--- config.mk ---
export PLATFORM = sky130hd
export DESIGN_NAME = tccd_cc_detect
export DESIGN_NICKNAME = d
export VERILOG_FILES = /design/src/tccd_pkg.sv /design/src/tccd_cc_detect.sv
export SDC_FILE = /design/constraint.sdc
export NUM_CORES = 1
export LEC_CHECK = 0
export BUFFER_PORTS_ARGS = -buffer_cell sky130_fd_sc_hd__buf_4
export CAP_MARGIN = 20
export CORE_ASPECT_RATIO = 0.7
export CORE_MARGIN = 5
export CORE_UTILIZATION = 51
export DETAILED_ROUTE_END_ITERATION = 10
export PLACE_DENSITY = 0.81
export SYNTH_ARGS = -nofsm -noshare
export SYNTH_HDL_FRONTEND = slang
export SYNTH_SLANG_ARGS = --single-unit
--- constraint.sdc ---
create_clock -name clk -period 1.7 [get_ports clk]
set_input_delay 0.085 -clock clk [delete_from_list [all_inputs] [get_ports clk]]
set_output_delay 0.085 -clock clk [all_outputs]
set_load 0.01 [all_outputs]
--- src/tccd_pkg.sv ---
// constants and types for the type-c cc detection and toggle block
package tccd_pkg;
    localparam int CLK_PERIOD_NS = 10;
    // least dwell in each toggle phase, rounded up to whole cycles
    localparam int TOGGLE_DWELL_NS = 10000;
    localparam int TOGGLE_DWELL_CYC = (TOGGLE_DWELL_NS + CLK_PERIOD_NS - 1) / CLK_PERIOD_NS;
    localparam int DWELL_W = 10;
    localparam logic [DWELL_W-1:0] DWELL_LAST = DWELL_W'(TOGGLE_DWELL_CYC - 1);

    localparam int DAC_W = 6;
    localparam logic [DAC_W-1:0] SRC_THRESH_LOW = 6'h25;
    localparam logic [DAC_W-1:0] SRC_THRESH_HIGH = 6'h3D;
    localparam logic [DAC_W-1:0] SNK_3A0_THRESH = 6'h34;

    localparam logic [1:0] CUR_DEFAULT = 2'h1;
    localparam logic [1:0] CUR_1A5 = 2'h2;
    localparam logic [1:0] CUR_3A0 = 2'h3;

    localparam logic [1:0] LVL_RA = 2'h0;
    localparam logic [1:0] LVL_USB = 2'h1;
    localparam logic [1:0] LVL_1A5 = 2'h2;
    localparam logic [1:0] LVL_3A0 = 2'h3;

    localparam int IRQ_W = 4;
    localparam int IRQ_LEVEL = 0;
    localparam int IRQ_COMP = 1;
    localparam int IRQ_VBUS = 2;
    localparam int IRQ_TOGDONE = 3;
    localparam logic [IRQ_W-1:0] IRQ_RESET = 4'h0;

    localparam logic [2:0] RES_NONE = 3'h0;
    localparam logic [2:0] RES_SRC_A = 3'h1;
    localparam logic [2:0] RES_SRC_B = 3'h2;
    localparam logic [2:0] RES_SNK_A = 3'h5;
    localparam logic [2:0] RES_SNK_B = 3'h6;

    typedef enum logic [1:0] {
        MODE_DRP = 2'b00,
        MODE_SRC = 2'b01,
        MODE_SNK = 2'b10
    } tccd_mode_t;

    typedef enum logic [2:0] {
        ST_IDLE = 3'b000,
        ST_SRC_A = 3'b001,
        ST_SRC_B = 3'b010,
        ST_SNK_A = 3'b011,
        ST_SNK_B = 3'b100,
        ST_DONE = 3'b101
    } tccd_state_t;
endpackage : tccd_pkg

--- src/tccd_cc_detect.sv ---
// type-c cc comparator status, interrupt flags and autonomous role toggle
// Notes on behaviour
// a change of level comparators or dac comparator raises its interrupt flag.
// a 6-bit software dac threshold compares the selected cc line.
// vbus has a fixed valid comparator; the dac may also measure vbus.
// in toggle mode the block drives pull-ups, pull-downs and measure selects itself.
// toggle may present source only or sink only, polling both cc pins.
// on resolved role, raise toggle-done flag and report role and orientation.
// with toggle off, terminations and measure selects follow software directly.
// software sets default current, vconn off, masks before enabling toggle.
// software clears pending flags before setting toggle enable.
// vbus-valid interrupt and status report sink attach (1) and detach (0).
// level status is 00 ra, 01 usb, 10 1.5a, 11 3.0a.
// software classifies ra or rd from level and comparator results.
// a current change before attach is presented once attached.
// a current change while attached switches the pull-up at once.
// software picks source dac thresholds; comparator 0 is attach.
// software checks ra levels and dac thresholds as a source.
// active-low open-drain interrupt output prompts the processor.
// interrupt holds while any unmasked flag pends, releases when all cleared.
`timescale 1ns/1ps
module tccd_cc_detect
    import tccd_pkg::*;
(
    input wire logic clk,
    input wire logic sys_rst,
    // analog comparator outputs, asynchronous
    input wire logic [2:0] level_cmp_raw,
    input wire logic dac_cmp_raw,
    input wire logic vbus_valid_raw,
    input wire logic toggle_en,
    input wire logic [1:0] toggle_mode,
    input wire logic sw_pulldown_en_a,
    input wire logic sw_pulldown_en_b,
    input wire logic sw_pullup_en_a,
    input wire logic sw_pullup_en_b,
    input wire logic sw_measure_sel_a,
    input wire logic sw_measure_sel_b,
    input wire logic sw_measure_sel_vbus,
    input wire logic [5:0] sw_dac_threshold,
    input wire logic [1:0] source_current_sel,
    input wire logic [3:0] irq_mask,
    input wire logic [3:0] irq_clear,
    // analog front-end controls
    output logic pulldown_en_a,
    output logic pulldown_en_b,
    output logic pullup_en_a,
    output logic pullup_en_b,
    output logic measure_sel_a,
    output logic measure_sel_b,
    output logic measure_sel_vbus,
    output logic [5:0] dac_threshold,
    output logic [1:0] cc_source_current,
    output logic [1:0] cc_current_level,
    output logic dac_cmp_status,
    output logic vbus_valid,
    output logic [2:0] toggle_result_state,
    output logic [3:0] irq_flags,
    output logic int_n_o,
    output logic int_n_oe
);

    // highest set comparator wins, so a broken thermometer code reads high
    function automatic logic [1:0] level_encode(input logic [2:0] therm);
        return therm[2] ? LVL_3A0 : (therm[1] ? LVL_1A5 : (therm[0] ? LVL_USB : LVL_RA));
    endfunction : level_encode

    function automatic logic [5:0] src_thresh(input logic [1:0] cur);
        return (cur == CUR_3A0) ? SRC_THRESH_HIGH : SRC_THRESH_LOW;
    endfunction : src_thresh

    ////////////////////////////////////////////////////////////////////////////
    // synchronisers: stage one feeds stage two only
    logic [4:0] sync_a;
    logic [4:0] sync_b;

    always_ff @(posedge clk)
    begin
        if (sys_rst)
            {sync_b, sync_a} <= 10'h000;
        else
            {sync_b, sync_a} <= {sync_a, vbus_valid_raw, dac_cmp_raw, level_cmp_raw};
    end

    logic [1:0] next_level;
    logic level_chg;
    logic comp_chg;
    logic vbus_chg;

    assign next_level = level_encode(sync_b[2:0]);
    assign level_chg = next_level != cc_current_level;
    assign comp_chg = sync_b[3] != dac_cmp_status;
    assign vbus_chg = sync_b[4] != vbus_valid;

    always_ff @(posedge clk)
    begin
        if (sys_rst)
        begin
            cc_current_level <= LVL_RA;
            dac_cmp_status <= 1'b0;
            vbus_valid <= 1'b0;
        end
        else
        begin
            cc_current_level <= next_level;
            dac_cmp_status <= sync_b[3];
            vbus_valid <= sync_b[4];
        end
    end

    ////////////////////////////////////////////////////////////////////////////
    // autonomous toggle
    tccd_state_t state;
    tccd_state_t next_poll;
    logic [DWELL_W-1:0] dwell;
    logic polling;
    logic src_phase;
    logic on_a;
    logic hit;
    logic done_evt;

    assign polling = (state == ST_SRC_A) || (state == ST_SRC_B) ||
                     (state == ST_SNK_A) || (state == ST_SNK_B);
    assign src_phase = (state == ST_SRC_A) || (state == ST_SRC_B);
    assign on_a = (state == ST_SRC_A) || (state == ST_SNK_A);
    // source sees rd as comparator low; sink sees any rp above ra range
    assign hit = src_phase ? !dac_cmp_status : (cc_current_level != LVL_RA);
    assign done_evt = toggle_en && polling && (dwell == DWELL_LAST) && hit;

    always_comb
    begin
        case (state)
            ST_SRC_A: next_poll = ST_SRC_B;
            ST_SRC_B: next_poll = (toggle_mode == MODE_DRP) ? ST_SNK_A : ST_SRC_A;
            ST_SNK_A: next_poll = ST_SNK_B;
            ST_SNK_B: next_poll = (toggle_mode == MODE_DRP) ? ST_SRC_A : ST_SNK_A;
            default: next_poll = ST_IDLE;
        endcase
    end

    always_ff @(posedge clk)
    begin
        if (sys_rst || !toggle_en)
        begin
            state <= ST_IDLE;
            dwell <= '0;
            toggle_result_state <= RES_NONE;
        end
        else
        begin
            case (state)
                ST_IDLE:
                begin
                    state <= (toggle_mode == MODE_SNK) ? ST_SNK_A : ST_SRC_A;
                    dwell <= '0;
                end
                ST_SRC_A, ST_SRC_B, ST_SNK_A, ST_SNK_B:
                begin
                    if (dwell == DWELL_LAST)
                    begin
                        dwell <= '0;
                        if (hit)
                        begin
                            state <= ST_DONE;
                            case (state)
                                ST_SRC_A: toggle_result_state <= RES_SRC_A;
                                ST_SRC_B: toggle_result_state <= RES_SRC_B;
                                ST_SNK_A: toggle_result_state <= RES_SNK_A;
                                default: toggle_result_state <= RES_SNK_B;
                            endcase
                        end
                        else
                            state <= next_poll;
                    end
                    else
                        dwell <= dwell + 1'b1;
                end
                ST_DONE: state <= ST_DONE;
                default: state <= ST_IDLE;
            endcase
        end
    end

    ////////////////////////////////////////////////////////////////////////////
    // front-end drive: toggle logic or software
    logic res_src;
    logic res_a;

    assign res_src = (toggle_result_state == RES_SRC_A) || (toggle_result_state == RES_SRC_B);
    assign res_a = (toggle_result_state == RES_SRC_A) || (toggle_result_state == RES_SNK_A);

    always_ff @(posedge clk)
    begin
        if (sys_rst)
        begin
            {pulldown_en_a, pulldown_en_b, pullup_en_a, pullup_en_b} <= 4'h0;
            {measure_sel_a, measure_sel_b, measure_sel_vbus} <= 3'h0;
            dac_threshold <= 6'h00;
        end
        else if (!toggle_en)
        begin
            pulldown_en_a <= sw_pulldown_en_a;
            pulldown_en_b <= sw_pulldown_en_b;
            pullup_en_a <= sw_pullup_en_a;
            pullup_en_b <= sw_pullup_en_b;
            measure_sel_a <= sw_measure_sel_a;
            measure_sel_b <= sw_measure_sel_b;
            measure_sel_vbus <= sw_measure_sel_vbus;
            dac_threshold <= sw_dac_threshold;
        end
        else if (state == ST_DONE)
        begin
            // hold the winning termination on the oriented pin only
            pulldown_en_a <= !res_src && res_a;
            pulldown_en_b <= !res_src && !res_a;
            pullup_en_a <= res_src && res_a;
            pullup_en_b <= res_src && !res_a;
            measure_sel_a <= res_a;
            measure_sel_b <= !res_a;
            measure_sel_vbus <= 1'b0;
            dac_threshold <= res_src ? src_thresh(source_current_sel) : sw_dac_threshold;
        end
        else
        begin
            pulldown_en_a <= polling && !src_phase;
            pulldown_en_b <= polling && !src_phase;
            pullup_en_a <= src_phase;
            pullup_en_b <= src_phase;
            measure_sel_a <= polling && on_a;
            measure_sel_b <= polling && !on_a;
            measure_sel_vbus <= 1'b0;
            dac_threshold <= src_phase ? src_thresh(source_current_sel) : sw_dac_threshold;
        end
    end

    // pull-up current tracks the setting every cycle, attached or not
    always_ff @(posedge clk)
    begin
        if (sys_rst)
            cc_source_current <= CUR_DEFAULT;
        else
            cc_source_current <= source_current_sel;
    end

    ////////////////////////////////////////////////////////////////////////////
    // sticky flags: a set in the clearing cycle wins
    logic [IRQ_W-1:0] irq_set;
    assign irq_set = {done_evt, vbus_chg, comp_chg, level_chg};
    always_ff @(posedge clk)
    begin
        if (sys_rst)
            irq_flags <= IRQ_RESET;
        else
            irq_flags <= (irq_flags & ~irq_clear) | irq_set;
    end

    // open drain: only ever pulls low
    assign int_n_o = 1'b0;
    assign int_n_oe = |(irq_flags & ~irq_mask);

    ////////////////////////////////////////////////////////////////////////////
    level_flag_a: assert property (@(posedge clk) disable iff (sys_rst)
        $changed(cc_current_level) |-> irq_flags[IRQ_LEVEL])
        else $error("level change did not raise flag");
    comp_flag_a: assert property (@(posedge clk) disable iff (sys_rst)
        $changed(dac_cmp_status) |-> irq_flags[IRQ_COMP])
        else $error("comparator change did not raise flag");
    vbus_flag_a: assert property (@(posedge clk) disable iff (sys_rst)
        $changed(vbus_valid) |-> irq_flags[IRQ_VBUS])
        else $error("vbus change did not raise flag");
    toggle_done_a: assert property (@(posedge clk) disable iff (sys_rst)
        (state == ST_DONE) && ($past(state) != ST_DONE)
        |-> irq_flags[IRQ_TOGDONE] && (toggle_result_state != RES_NONE))
        else $error("resolved toggle without flag or result");
    manual_drive_a: assert property (@(posedge clk) disable iff (sys_rst)
        !toggle_en |=> (pullup_en_a == $past(sw_pullup_en_a))
            && (pulldown_en_b == $past(sw_pulldown_en_b))
            && (measure_sel_a == $past(sw_measure_sel_a)))
        else $error("manual controls not passed through");
    src_phase_a: assert property (@(posedge clk) disable iff (sys_rst)
        toggle_en && (state == ST_SRC_B) |=> pullup_en_a && pullup_en_b
            && !pulldown_en_a && measure_sel_b && !measure_sel_a)
        else $error("source phase drive wrong");
    src_only_a: assert property (@(posedge clk) disable iff (sys_rst)
        toggle_en && (toggle_mode == MODE_SRC) && (state == ST_SRC_B)
            && (dwell == DWELL_LAST) && !hit |=> (state == ST_SRC_A))
        else $error("source only mode entered sink phase");
    int_level_a: assert property (@(posedge clk) disable iff (sys_rst)
        int_n_oe == |(irq_flags & ~irq_mask))
        else $error("interrupt pin does not match pending flags");
    cur_follow_a: assert property (@(posedge clk) disable iff (sys_rst)
        ##1 cc_source_current == $past(source_current_sel))
        else $error("pull-up current did not follow setting");
    set_wins_a: assert property (@(posedge clk) disable iff (sys_rst)
        level_chg && irq_clear[IRQ_LEVEL] |=> irq_flags[IRQ_LEVEL])
        else $error("clear beat a simultaneous level event");

endmodule : tccd_cc_detect

==> results of run 1 <==
-- per-layer routing --
layer  up-vias  track usage
met1       835        0.250
met5         -            0
li1        953            -
met2        47        0.298
met4         0       0.0593
met3         8       0.0482
-- per-stage QoR --
step,utilization,setup TNS (ps),cells,hold slack (ps)
6_report,0.714,0,367,10.4
5_1_grt,0.714,-31.0,367,1.04
4_1_cts,0.709,0,365,8.88
3_5_place_dp,0.664,0,351,286
3_3_place_gp,0.664,0,351,283
2_1_floorplan,-,0,241,192
-- kinds of logic (layout without fill, tap and decap cells) --
family | after synthesis | after routing
adder cells (fa/ha/maj) | 2 | 2
flip-flops | 49 | 49
AND/OR/NAND/NOR | 112 | 112
multiplexers | 2 | 2
buffers and inverters | 20 | 94
XOR/XNOR | 12 | 12
other | 1 | 1
AO/OA/AOI/OAI | 43 | 43
-- cell type report --
class                           count  area (um^2)
Clock buffer                        7         86.3
Fill cell                         313         1110
Timing Repair Buffer               76          586
Multi-Input combinational cell    172          997
Tap cell                           52         65.1
Sequential cell                    49          983
Inverter                           10         37.5
Clock inverter                      1         30.0
-- cell usage after synthesis (2+ instances only) --
library cell | instances | area (um^2)
nor2b_1 | 17 | 106
nand2_1 | 23 | 86.3
a32o_1 | 2 | 20.0
a21oi_1 | 19 | 95.1
nand2b_1 | 10 | 62.6
nor3b_1 | 2 | 15.0
a22oi_1 | 2 | 15.0
a211oi_1 | 2 | 15.0
dfxtp_1 | 49 | 981
mux2i_1 | 2 | 20.0
xor2_1 | 6 | 52.6
nor3_1 | 8 | 40.0
o31ai_1 | 2 | 15.0
clkbuf_1 | 7 | 26.3
and3_1 | 3 | 18.8
o21ai_0 | 9 | 45.0
or2_2 | 4 | 25.0
inv_1 | 10 | 37.5
and4_1 | 2 | 17.5
nand3_1 | 9 | 45.0
nor2_1 | 28 | 105
xnor2_1 | 6 | 52.6
-- sequential cells by signal, indices dropped and copies added, names as in the netlist, 3 cells and up --
name and cells:
sync_b 5, sync_a 5, dac_threshold 6, toggle_result_state 3, irq_flags 4, state 3
dwell 10
-- report_power, final --
part           switching, mW  total [mW]  internal, mW
combinational          0.143       0.316         0.173
sequential            0.0291        1.22          1.20
clock                  0.366       0.846         0.480
-- critical path: stages, from the launching register on --
cell and delay, ps:
dfxtp_1 360, ha_1 180, and2_1 190, nand4_1 310, nand3_1 190, nand2_1 60
a32o_1 240
-- path summary, 6_finish.rpt --
path	slack, ps	endpoint	cells after the start
hold reg to reg	450	sync_b[1]$_SDFF_PP0_	1
setup reg to reg	70	dwell[1]$_SDFFE_PP0P_	6
hold / removal	10	cc_source_current[1]$_SDFF_PP0_	2
setup / recovery	70	dwell[1]$_SDFFE_PP0P_	6
-- what timing repair did --
item,in CTS,in global routing
hold buffers,6,0
hold endpoints to repair,6,0
endpoints found under the setup margin,0,14
resized for setup,0,3
setup buffers,0,2
==> metrics, run 1 <==
status=complete, no violations; critical path class=reg -> reg; initial core utilization=0.527; Period Utilization, post-route=0.959; Clock Path Buffers=2; Worst Setup SP=dwell[1]$_SDFFE_PP0P_; largest family of logic cells by synthesized area=simple AND/OR/NAND/NOR gates; commonest non-fill, non-tap cell in the layout=buf_4; Residual DRC=0; worst min path class=in -> reg; post-DP HPWL=~3.6 mm; Die ar.=5420 um^2; IO buf count=59; Clk Latency, worst-skew pair=300 ps; global-route wire length before repair=8.16 mm; routed length on met3=279 um; complex-gate fraction of the synthesized area=0.133; vias in the first global route=1773; post-synthesis simple-gate area fraction=0.278; CTS root buf=clkbuf_8; I/O Pins=61; max frequency=613 MHz; Pwr Total=2.39 mW; Top Metal Used=met4; total CTS buffers=5; Mean Syn Cell Area=roughly 8.5 um^2; Placement Setup Slack=59.7 ps; initial antenna violation count=0; Vias=1843; HP Start=source_current_sel[1]; H-tree Lvls=2; Syn. warnings=0; mapped cell area=2060 um^2; 1st-iter DRT viols=122; num rows=19; startpoint types=register; final hold violations=0; maxcap violations=0; Layout area overhead=35.5%; FF+latch count, synth=49; Final nets=348; Crit. End Element=register; M1 wire length=about 2.2 mm; final WL=4.84 mm; Pre-antenna DRT Iters=4; post-synthesis sequential area ratio=0.477; GPL Wtd Cong=0.860; share of cells above drive strength 1=0.273; R2R Path Start=dwell[1]$_SDFFE_PP0P_; Post-Synth XOR/XNOR Area=0.0511; diode count=0; ys flop type=dfxtp_1; mux contribution to synthesized area=0.00974; Synth Area in Adders=0.0110; Design Area, Final=around 2800 um^2; worst endpoint required time=1890 ps; asr flop ratio synth=0; die height=63.1 um; Unique masters post-synth=41; All-Layer GR Usage=0.188; commonest cells after routing, fill and taps aside=buf_4 (70), dfxtp_1 (47), nor2_1 (28); Worst VDD drop=0.674 mV; Placed Area=2590 um^2; setup ws final=68.9 ps; Die Wd=between 80 and 90 um; max-slew violation count=0; Leakage Power=between 1 and 1.5 nW; Post-DRT Antenna Nets=0; CTS tree=yes; Met2 Routed Length=around 2.3 mm; CTS sink count=49; CP max FO=8; largest net degree at the start of global routing=34; WL/cell=about 13 um; grt ovf=0; clock slew at reported path FFs=80 ps; clock skew=12.0 ps; Final min period=around 1600 ps; final count of negative-setup-slack endpoints=0; Power per Cell Area=857 nW/um^2; CORE AREA=3900 um^2; Post-Synthesis Cells=241; Post-synth EDFFs=0; WP data arrival=1820 ps; syn_nets=275; Vias per Instance=5.02
Power figures use the tool's default switching activity.
==> run 2: changes to the inputs <==
==> config.mk (replaced) <==
export PLATFORM = sky130hd
export DESIGN_NAME = tccd_cc_detect
export DESIGN_NICKNAME = d
export VERILOG_FILES = /design/src/tccd_pkg.sv /design/src/tccd_cc_detect.sv
export SDC_FILE = /design/constraint.sdc
export NUM_CORES = 1
export LEC_CHECK = 0
export CAP_MARGIN = 20
export CORE_ASPECT_RATIO = 0.7
export CORE_MARGIN = 5
export CORE_UTILIZATION = 59
export DETAILED_ROUTE_END_ITERATION = 10
export DONT_BUFFER_PORTS = 1
export PLACE_DENSITY = 0.77
export SYNTH_ARGS = -nofsm -noshare
export SYNTH_HDL_FRONTEND = slang
export SYNTH_SLANG_ARGS = --single-unit
==> run 2 against run 1 <==
Effect of this change: routed wire length up 17%; clock power decreased by 14%; clock skew decreased by 1.7 ps; flip-flop and latch count stayed put; sequential power barely moved; combinational power fell by 20%; cell count shrank 8.7%; global-route usage increased by 5.3 points; die area shrank 12%; utilization grew 9.5 points; critical endpoint is now dac_threshold[4]$_SDFF_PP0_.
==> metrics, run 2 (same netlist as run 1, synthesis figures left out) <==
Placement Setup Slack=30.2 ps (-29.5 ps); TNS Setup=0 ps (unchanged); Sw Share=0.268 (+0.0425); GPL Wtd Cong=0.889 (+3.4%); commonest cells after routing, fill and taps aside=dfxtp_1 (44), nor2_1 (28), dlygate4sd3_1 (27); Worst Tran Pin Value=618 ps; Clk Latency, worst-skew pair=310 ps (about the same); CTS sink count=49 (unchanged); Flop pwr share=0.559 (+0.046); Power per Cell Area=847 nW/um^2 (-1.2%); met2 global-route usage=0.408 (+0.110); final WL=5.64 mm (+17%); status=complete, no violations; post-layout util=0.810 (+0.0953); CTS tree=yes; startpoint types=register; GRT met3 Usage=0.0912 (+0.0430); 1st-iter DRT viols=243 (+99%); Final nets=321 (-7.8%); max frequency=615 MHz (+0.31%); clock slew at reported path FFs=100 ps (+20 ps); Comb pwr share=0.114 (-0.018); CP max FO=7 (-1); biggest regs=dwell: 10 flops, dac_threshold: 6 flops; relative slew slack=0.587; largest net degree at the start of global routing=34 (unchanged); crit path to=dac_threshold[4]$_SDFF_PP0_; worst min path class=in -> reg; Reg2Reg Setup Slack=70 ps (about the same); grt ovf=0 (unchanged); final count of negative-setup-slack endpoints=0 (unchanged); All-Layer GR Usage=0.241 (+0.0529); num rows=17 (-2); maxcap violations=0 (unchanged); Clock Power Share=0.328 (-0.026); WL/cell=16.8 um (+28%); Clock Path Buffers=2 (unchanged); Fillers=206 (-34%); diode count=0 (unchanged); commonest non-fill, non-tap cell in the layout=dfxtp_1; H-tree Lvls=2 (unchanged); Period Utilization, post-route=0.956 (-0.00301); Design Area, Final=2640 um^2 (-5.4%); clock skew=10.3 ps (-1.71 ps); Min Hold Slack=10.7 ps (+0.312 ps); Placed Area=2200 um^2 (-15%); CTS root buf=clkbuf_8; Vias per Instance=5.63 (+12%); CORE AREA=3250 um^2 (-17%); post-DP HPWL=3.30 mm (-8.7%); Worst VDD drop=0.731 mV (+8.5%); initial antenna violation count=0 (unchanged); vias in the first global route=1721 (-2.9%); GR Util met1=0.286 (+0.0356); footprint of the multi-input gates=1010 um^2 (+1.4%); R2R Path Start=toggle_result_state[1]$_SDFFE_PP0P_; setup ws final=74.1 ps (+5.12 ps); I/O Pins=61 (unchanged); max reg flops=10 (unchanged); Die ar.=4780 um^2 (-12%); share of cells above drive strength 1=0.156 (-0.117); FF-to-FF path depth=5 (-1); worst endpoint required time=1950 ps (+60 ps); die height=59.4 um (-5.9%); total CTS buffers=5 (unchanged); busiest metal layer after global routing=met2; initial core utilization=0.632 (+0.104); internal power=1.63 mW (-12%); cell count of the worst hold path=3 (+1); Register Area=987 um^2 (+0.38%); critical path class=reg -> reg; largest reg by FF count=dwell; Crit. End Element=register; Worst Setup SP=toggle_result_state[1]$_SDFFE_PP0P_; Die Wd=80.6 um (-6.2%); Leakage Power=1.05 nW (-13%); Vias=1886 (+2.3%); RR Endpoint=dac_threshold[4]$_SDFF_PP0_; final hold violations=0 (unchanged); WP data arrival=1870 ps (+50 ps); Residual DRC=0 (unchanged); Final min period=1630 ps (-5.12 ps); Layout area overhead=28.2%; max-slew violation count=0 (unchanged); Post-DRT Antenna Nets=0 (unchanged); Psw=598 uW (+11%); IO buf count=0 (-100%); global-route wire length before repair=8.63 mm (+5.7%); Pre-antenna DRT Iters=4 (unchanged)
run 2: cell types whose count changed in the layout (fill, tap and decap cells not counted), moves of 3 or more:
cell,change
dlygate4sd3_1,+21
dfxtp_1,-3
buf_4,-49
dfxtp_2,+3
run 2: power by group through the flow:
| stage | clock network, mW | registers (mW) | logic, mW |
|---|---|---|---|
| after floorplan | 0 | 1.26 | 0.144 |
| after global placement | 0 | 1.27 | 0.163 |
| after detailed placement | 0 | 1.27 | 0.165 |
| after CTS | 0.737 | 1.25 | 0.229 |
| after global routing | 0.800 | 1.25 | 0.276 |
| final | 0.731 | 1.25 | 0.253 |
run 2: layer usage:
metal  vias to the layer above  share of wire
met5                         -              0
met4                         0          0.011
met3                        11           0.10
met2                        94           0.51
met1                       883           0.38
li1                        898              -
run 2: through the flow:
| step | total power [mW] | instances |
|---|---|---|
| floorplan | 1.40 | 241 |
| global placement | 1.43 | 295 |
| detailed placement | 1.44 | 295 |
| CTS | 2.21 | 330 |
| global route | 2.33 | 335 |
| finish | 2.23 | 335 |
run 2: what timing repair did:
item	in CTS	in global routing
gates resized for setup	0	9
setup endpoints to repair	0	16
hold buffers	27	0
hold endpoints to repair	33	0
buffers inserted	0	4
run 2: critical path, stage by stage (launching register included):
cell,delay (ps)
dfxtp_1,350
nand2b_1,240
a21oi_2,200
o211ai_1,260
or2_2,380
a21oi_1,140
run 2: cell type report:
| type | instances | area share |
|---|---|---|
| Multi-Input combinational cell | 172 | 0.384 |
| Sequential cell | 49 | 0.375 |
| Tap cell | 47 | 0.0223 |
| Clock inverter | 3 | 0.0109 |
| Clock buffer | 5 | 0.0261 |
| Inverter | 10 | 0.0142 |
| Timing Repair Buffer | 49 | 0.168 |
run 2: how the worst min path moves through the flow:
| stage | start | endpoint | slack [ps] |
|---|---|---|---|
| 3_5_place_dp | sys_rst | irq_flags[2]$_SDFF_PP0_ | 160 |
| 5_1_grt | sys_rst | irq_flags[3]$_SDFF_PP0_ | 30 |
| 6_report | source_current_sel[0] | dac_threshold[3]$_SDFF_PP0_ | 10 |
| 3_3_place_gp | sys_rst | irq_flags[2]$_SDFF_PP0_ | 160 |
| 2_1_floorplan | source_current_sel[0] | cc_source_current[0]$_SDFF_PP1_ | 190 |
| 4_1_cts | source_current_sel[0] | dac_threshold[3]$_SDFF_PP0_ | 3 |
==> run 3: changes to the inputs <==
--- a/config.mk
+++ b/config.mk
@@ -9,6 +9,7 @@
 export CORE_ASPECT_RATIO = 0.7
 export CORE_MARGIN = 5
 export CORE_UTILIZATION = 59
+export CTS_CLUSTER_SIZE = 20
 export DETAILED_ROUTE_END_ITERATION = 10
 export DONT_BUFFER_PORTS = 1
 export PLACE_DENSITY = 0.77
==> constraint.sdc (replaced) <==
create_clock -name clk -period 1.7 [get_ports clk]
set_input_delay 0.17 -clock clk [delete_from_list [all_inputs] [get_ports clk]]
set_output_delay 0.17 -clock clk [all_outputs]
set_load 0.01 [all_outputs]
==> run 3 against run 2 <==
Effect of this change: combinational power fell by 16%; utilization is 4.5 points lower; flip-flop and latch count is the same; worst setup slack improved by 33 ps; count of clock-buffer cells in the layout unchanged; non-clock buffer count decreased by 14; via count down 5.8%.
==> metrics, run 3 (same netlist as run 1, synthesis figures left out) <==
commonest non-fill, non-tap cell in the layout=dfxtp_1; grt ovf=0 (unchanged); diode count=0 (unchanged); 1st-iter DRT viols=150 (-38%); Clk Latency, worst-skew pair=310 ps (about the same); Final min period=1590 ps (-32.9 ps); vias in the first global route=1652 (-4.0%); CTS root buf=clkbuf_8; Crit. End Element=register; die height=59.4 um (unchanged); Vias per Instance=5.54 (-1.7%); GRT met3 Usage=0.0775 (-0.0137); Die ar.=4780 um^2 (unchanged); Pre-antenna DRT Iters=4 (unchanged); clock slew at reported path FFs=90 ps (about the same); global-route wire length before repair=7.85 mm (-9.1%); Design Area, Final=2490 um^2 (-5.6%); Levels on crit path=7 (+2); commonest cells after routing, fill and taps aside=dfxtp_1 (44), nor2_1 (28), nand2_1 (22); TNS Setup=0 ps (unchanged); Worst Tran Pin Value=1030 ps (+411 ps); Period Utilization, post-route=0.937 (-0.0194); Placed Area=2200 um^2 (unchanged); footprint of the multi-input gates=1010 um^2 (-0.37%); Clock Path Buffers=2 (unchanged); Worst VDD drop=0.695 mV (-4.9%); final count of negative-setup-slack endpoints=0 (unchanged); I/O Pins=61 (unchanged); num rows=17 (unchanged); CP max FO=6 (-1); biggest regs=dwell: 10 flops, dac_threshold: 6 flops; FF-to-FF path depth=7 (+2); max reg flops=10 (unchanged); CTS sink count=49 (unchanged); max-slew violation count=0 (unchanged); total CTS buffers=5 (unchanged); All-Layer GR Usage=0.215 (-0.0258); critical path class=reg -> reg; Min Hold Slack=0.974 ps (-9.77 ps); Power per Cell Area=879 nW/um^2 (+3.8%); IO buf count=0 (unchanged); Residual DRC=0 (unchanged); relative slew slack=0.312 (-0.275); GPL Wtd Cong=0.889 (unchanged); Post-DRT Antenna Nets=0 (unchanged); status=complete, no violations; slowest cell delay on critical path=360 ps (-20 ps); family with the most delay on the worst path=compound AO/OA/AOI/OAI gates; CP bufs+invs=1 (+1); WL/cell=15.3 um (-9.0%); WP data arrival=1820 ps (-50 ps); Register Area=987 um^2 (unchanged); Fillers=232 (+13%); post-DP HPWL=3.30 mm (unchanged); GR Util met1=0.275 (-0.0108); initial core utilization=0.632 (unchanged); Final nets=307 (-4.4%); H-tree Lvls=2 (unchanged); CORE AREA=3250 um^2 (unchanged); largest net degree at the start of global routing=32 (-5.9%); CP max-delay cell=dfxtp_2; met2 global-route usage=0.338 (-0.0696); clock skew=7.97 ps (-2.34 ps); Vias=1777 (-5.8%); max frequency=628 MHz (+2.1%); share of cells above drive strength 1=0.153 (-0.00297); Pwr Total=2.19 mW (-1.9%); worst endpoint required time=1920 ps (-30 ps); initial antenna violation count=0 (unchanged); cell count of the worst hold path=1 (-2); maxcap violations=0 (unchanged); startpoint types=register; Layout area overhead=21.1%; Die Wd=80.6 um (unchanged); largest reg by FF count=dwell; final WL=4.92 mm (-13%); busiest metal layer after global routing=met2; Leakage Power=0.986 nW (-5.8%); worst path cell trace=ha_1, and2_1, nand3_1, buf_4, a31oi_4, nor2_1, a211oi_2; worst min path class=in -> reg; final hold violations=0 (unchanged); CTS tree=yes
==> run 3: cell types whose count changed in the layout (fill, tap and decap cells not counted), sizes merged <==
| cell | change |
|---|---|
| dlygate4sd3 | -12 |
| buf | -2 |
==> run 3: per-stage QoR <==
stage,setup WS [ps],std cells,util
2_1_floorplan,185,241,-
6_report,107,321,0.765
4_1_cts,6.69,316,0.746
5_1_grt,-0.185,321,0.765
3_5_place_dp,30.2,295,0.676
3_3_place_gp,43.9,295,0.676
==> run 3: layer usage <==
layer	part of all wire	wire length, um
met5	0	0
met4	0.013	63
met3	0.096	472
met2	0.46	2270
met1	0.43	2120
==> run 3: final timing paths <==
| check | start | endpoint | slack (ps) |
|---|---|---|---|
| max | dwell[0]$_SDFFE_PP0P_ | toggle_result_state[2]$_SDFFE_PP0P_ | 110 |
| min | level_cmp_raw[1] | sync_a[1]$_SDFF_PP0_ | 1 |
| max reg2reg | dwell[0]$_SDFFE_PP0P_ | toggle_result_state[2]$_SDFFE_PP0P_ | 110 |
| min reg2reg | sync_a[4]$_SDFF_PP0_ | sync_b[4]$_SDFF_PP0_ | 450 |
==> run 3: final cells by class <==
type                    instances  share of cell area
well taps                      47              0.0236
clock inverters                 3              0.0116
repair buffers                 35               0.121
inverters                      10              0.0151
flip-flops and latches         49               0.397
multi-input cells             172               0.405
clock buffers                   5              0.0277
==> run 3: what timing repair did <==
action                                  CTS  global route
buffers inserted                          0             3
hold buffers                             13             2
resized for setup                         0             8
endpoints found under the setup margin    0            15
endpoints found under the hold margin    31             2
==> run 3: power breakdown <==
group,internal (mW),switching [mW]
Clock,0.308,0.421
Sequential,1.20,0.0494
Combinational,0.105,0.107
Total,1.61,0.578
==> run 3: worst register-to-register path, cell delays in order (launching register included) <==
cell      delay, ps
dfxtp_2         360
ha_1            160
and2_1          170
nand3_1         120
buf_4           170
a31oi_4         220
nor2_1          100
a211oi_2        210
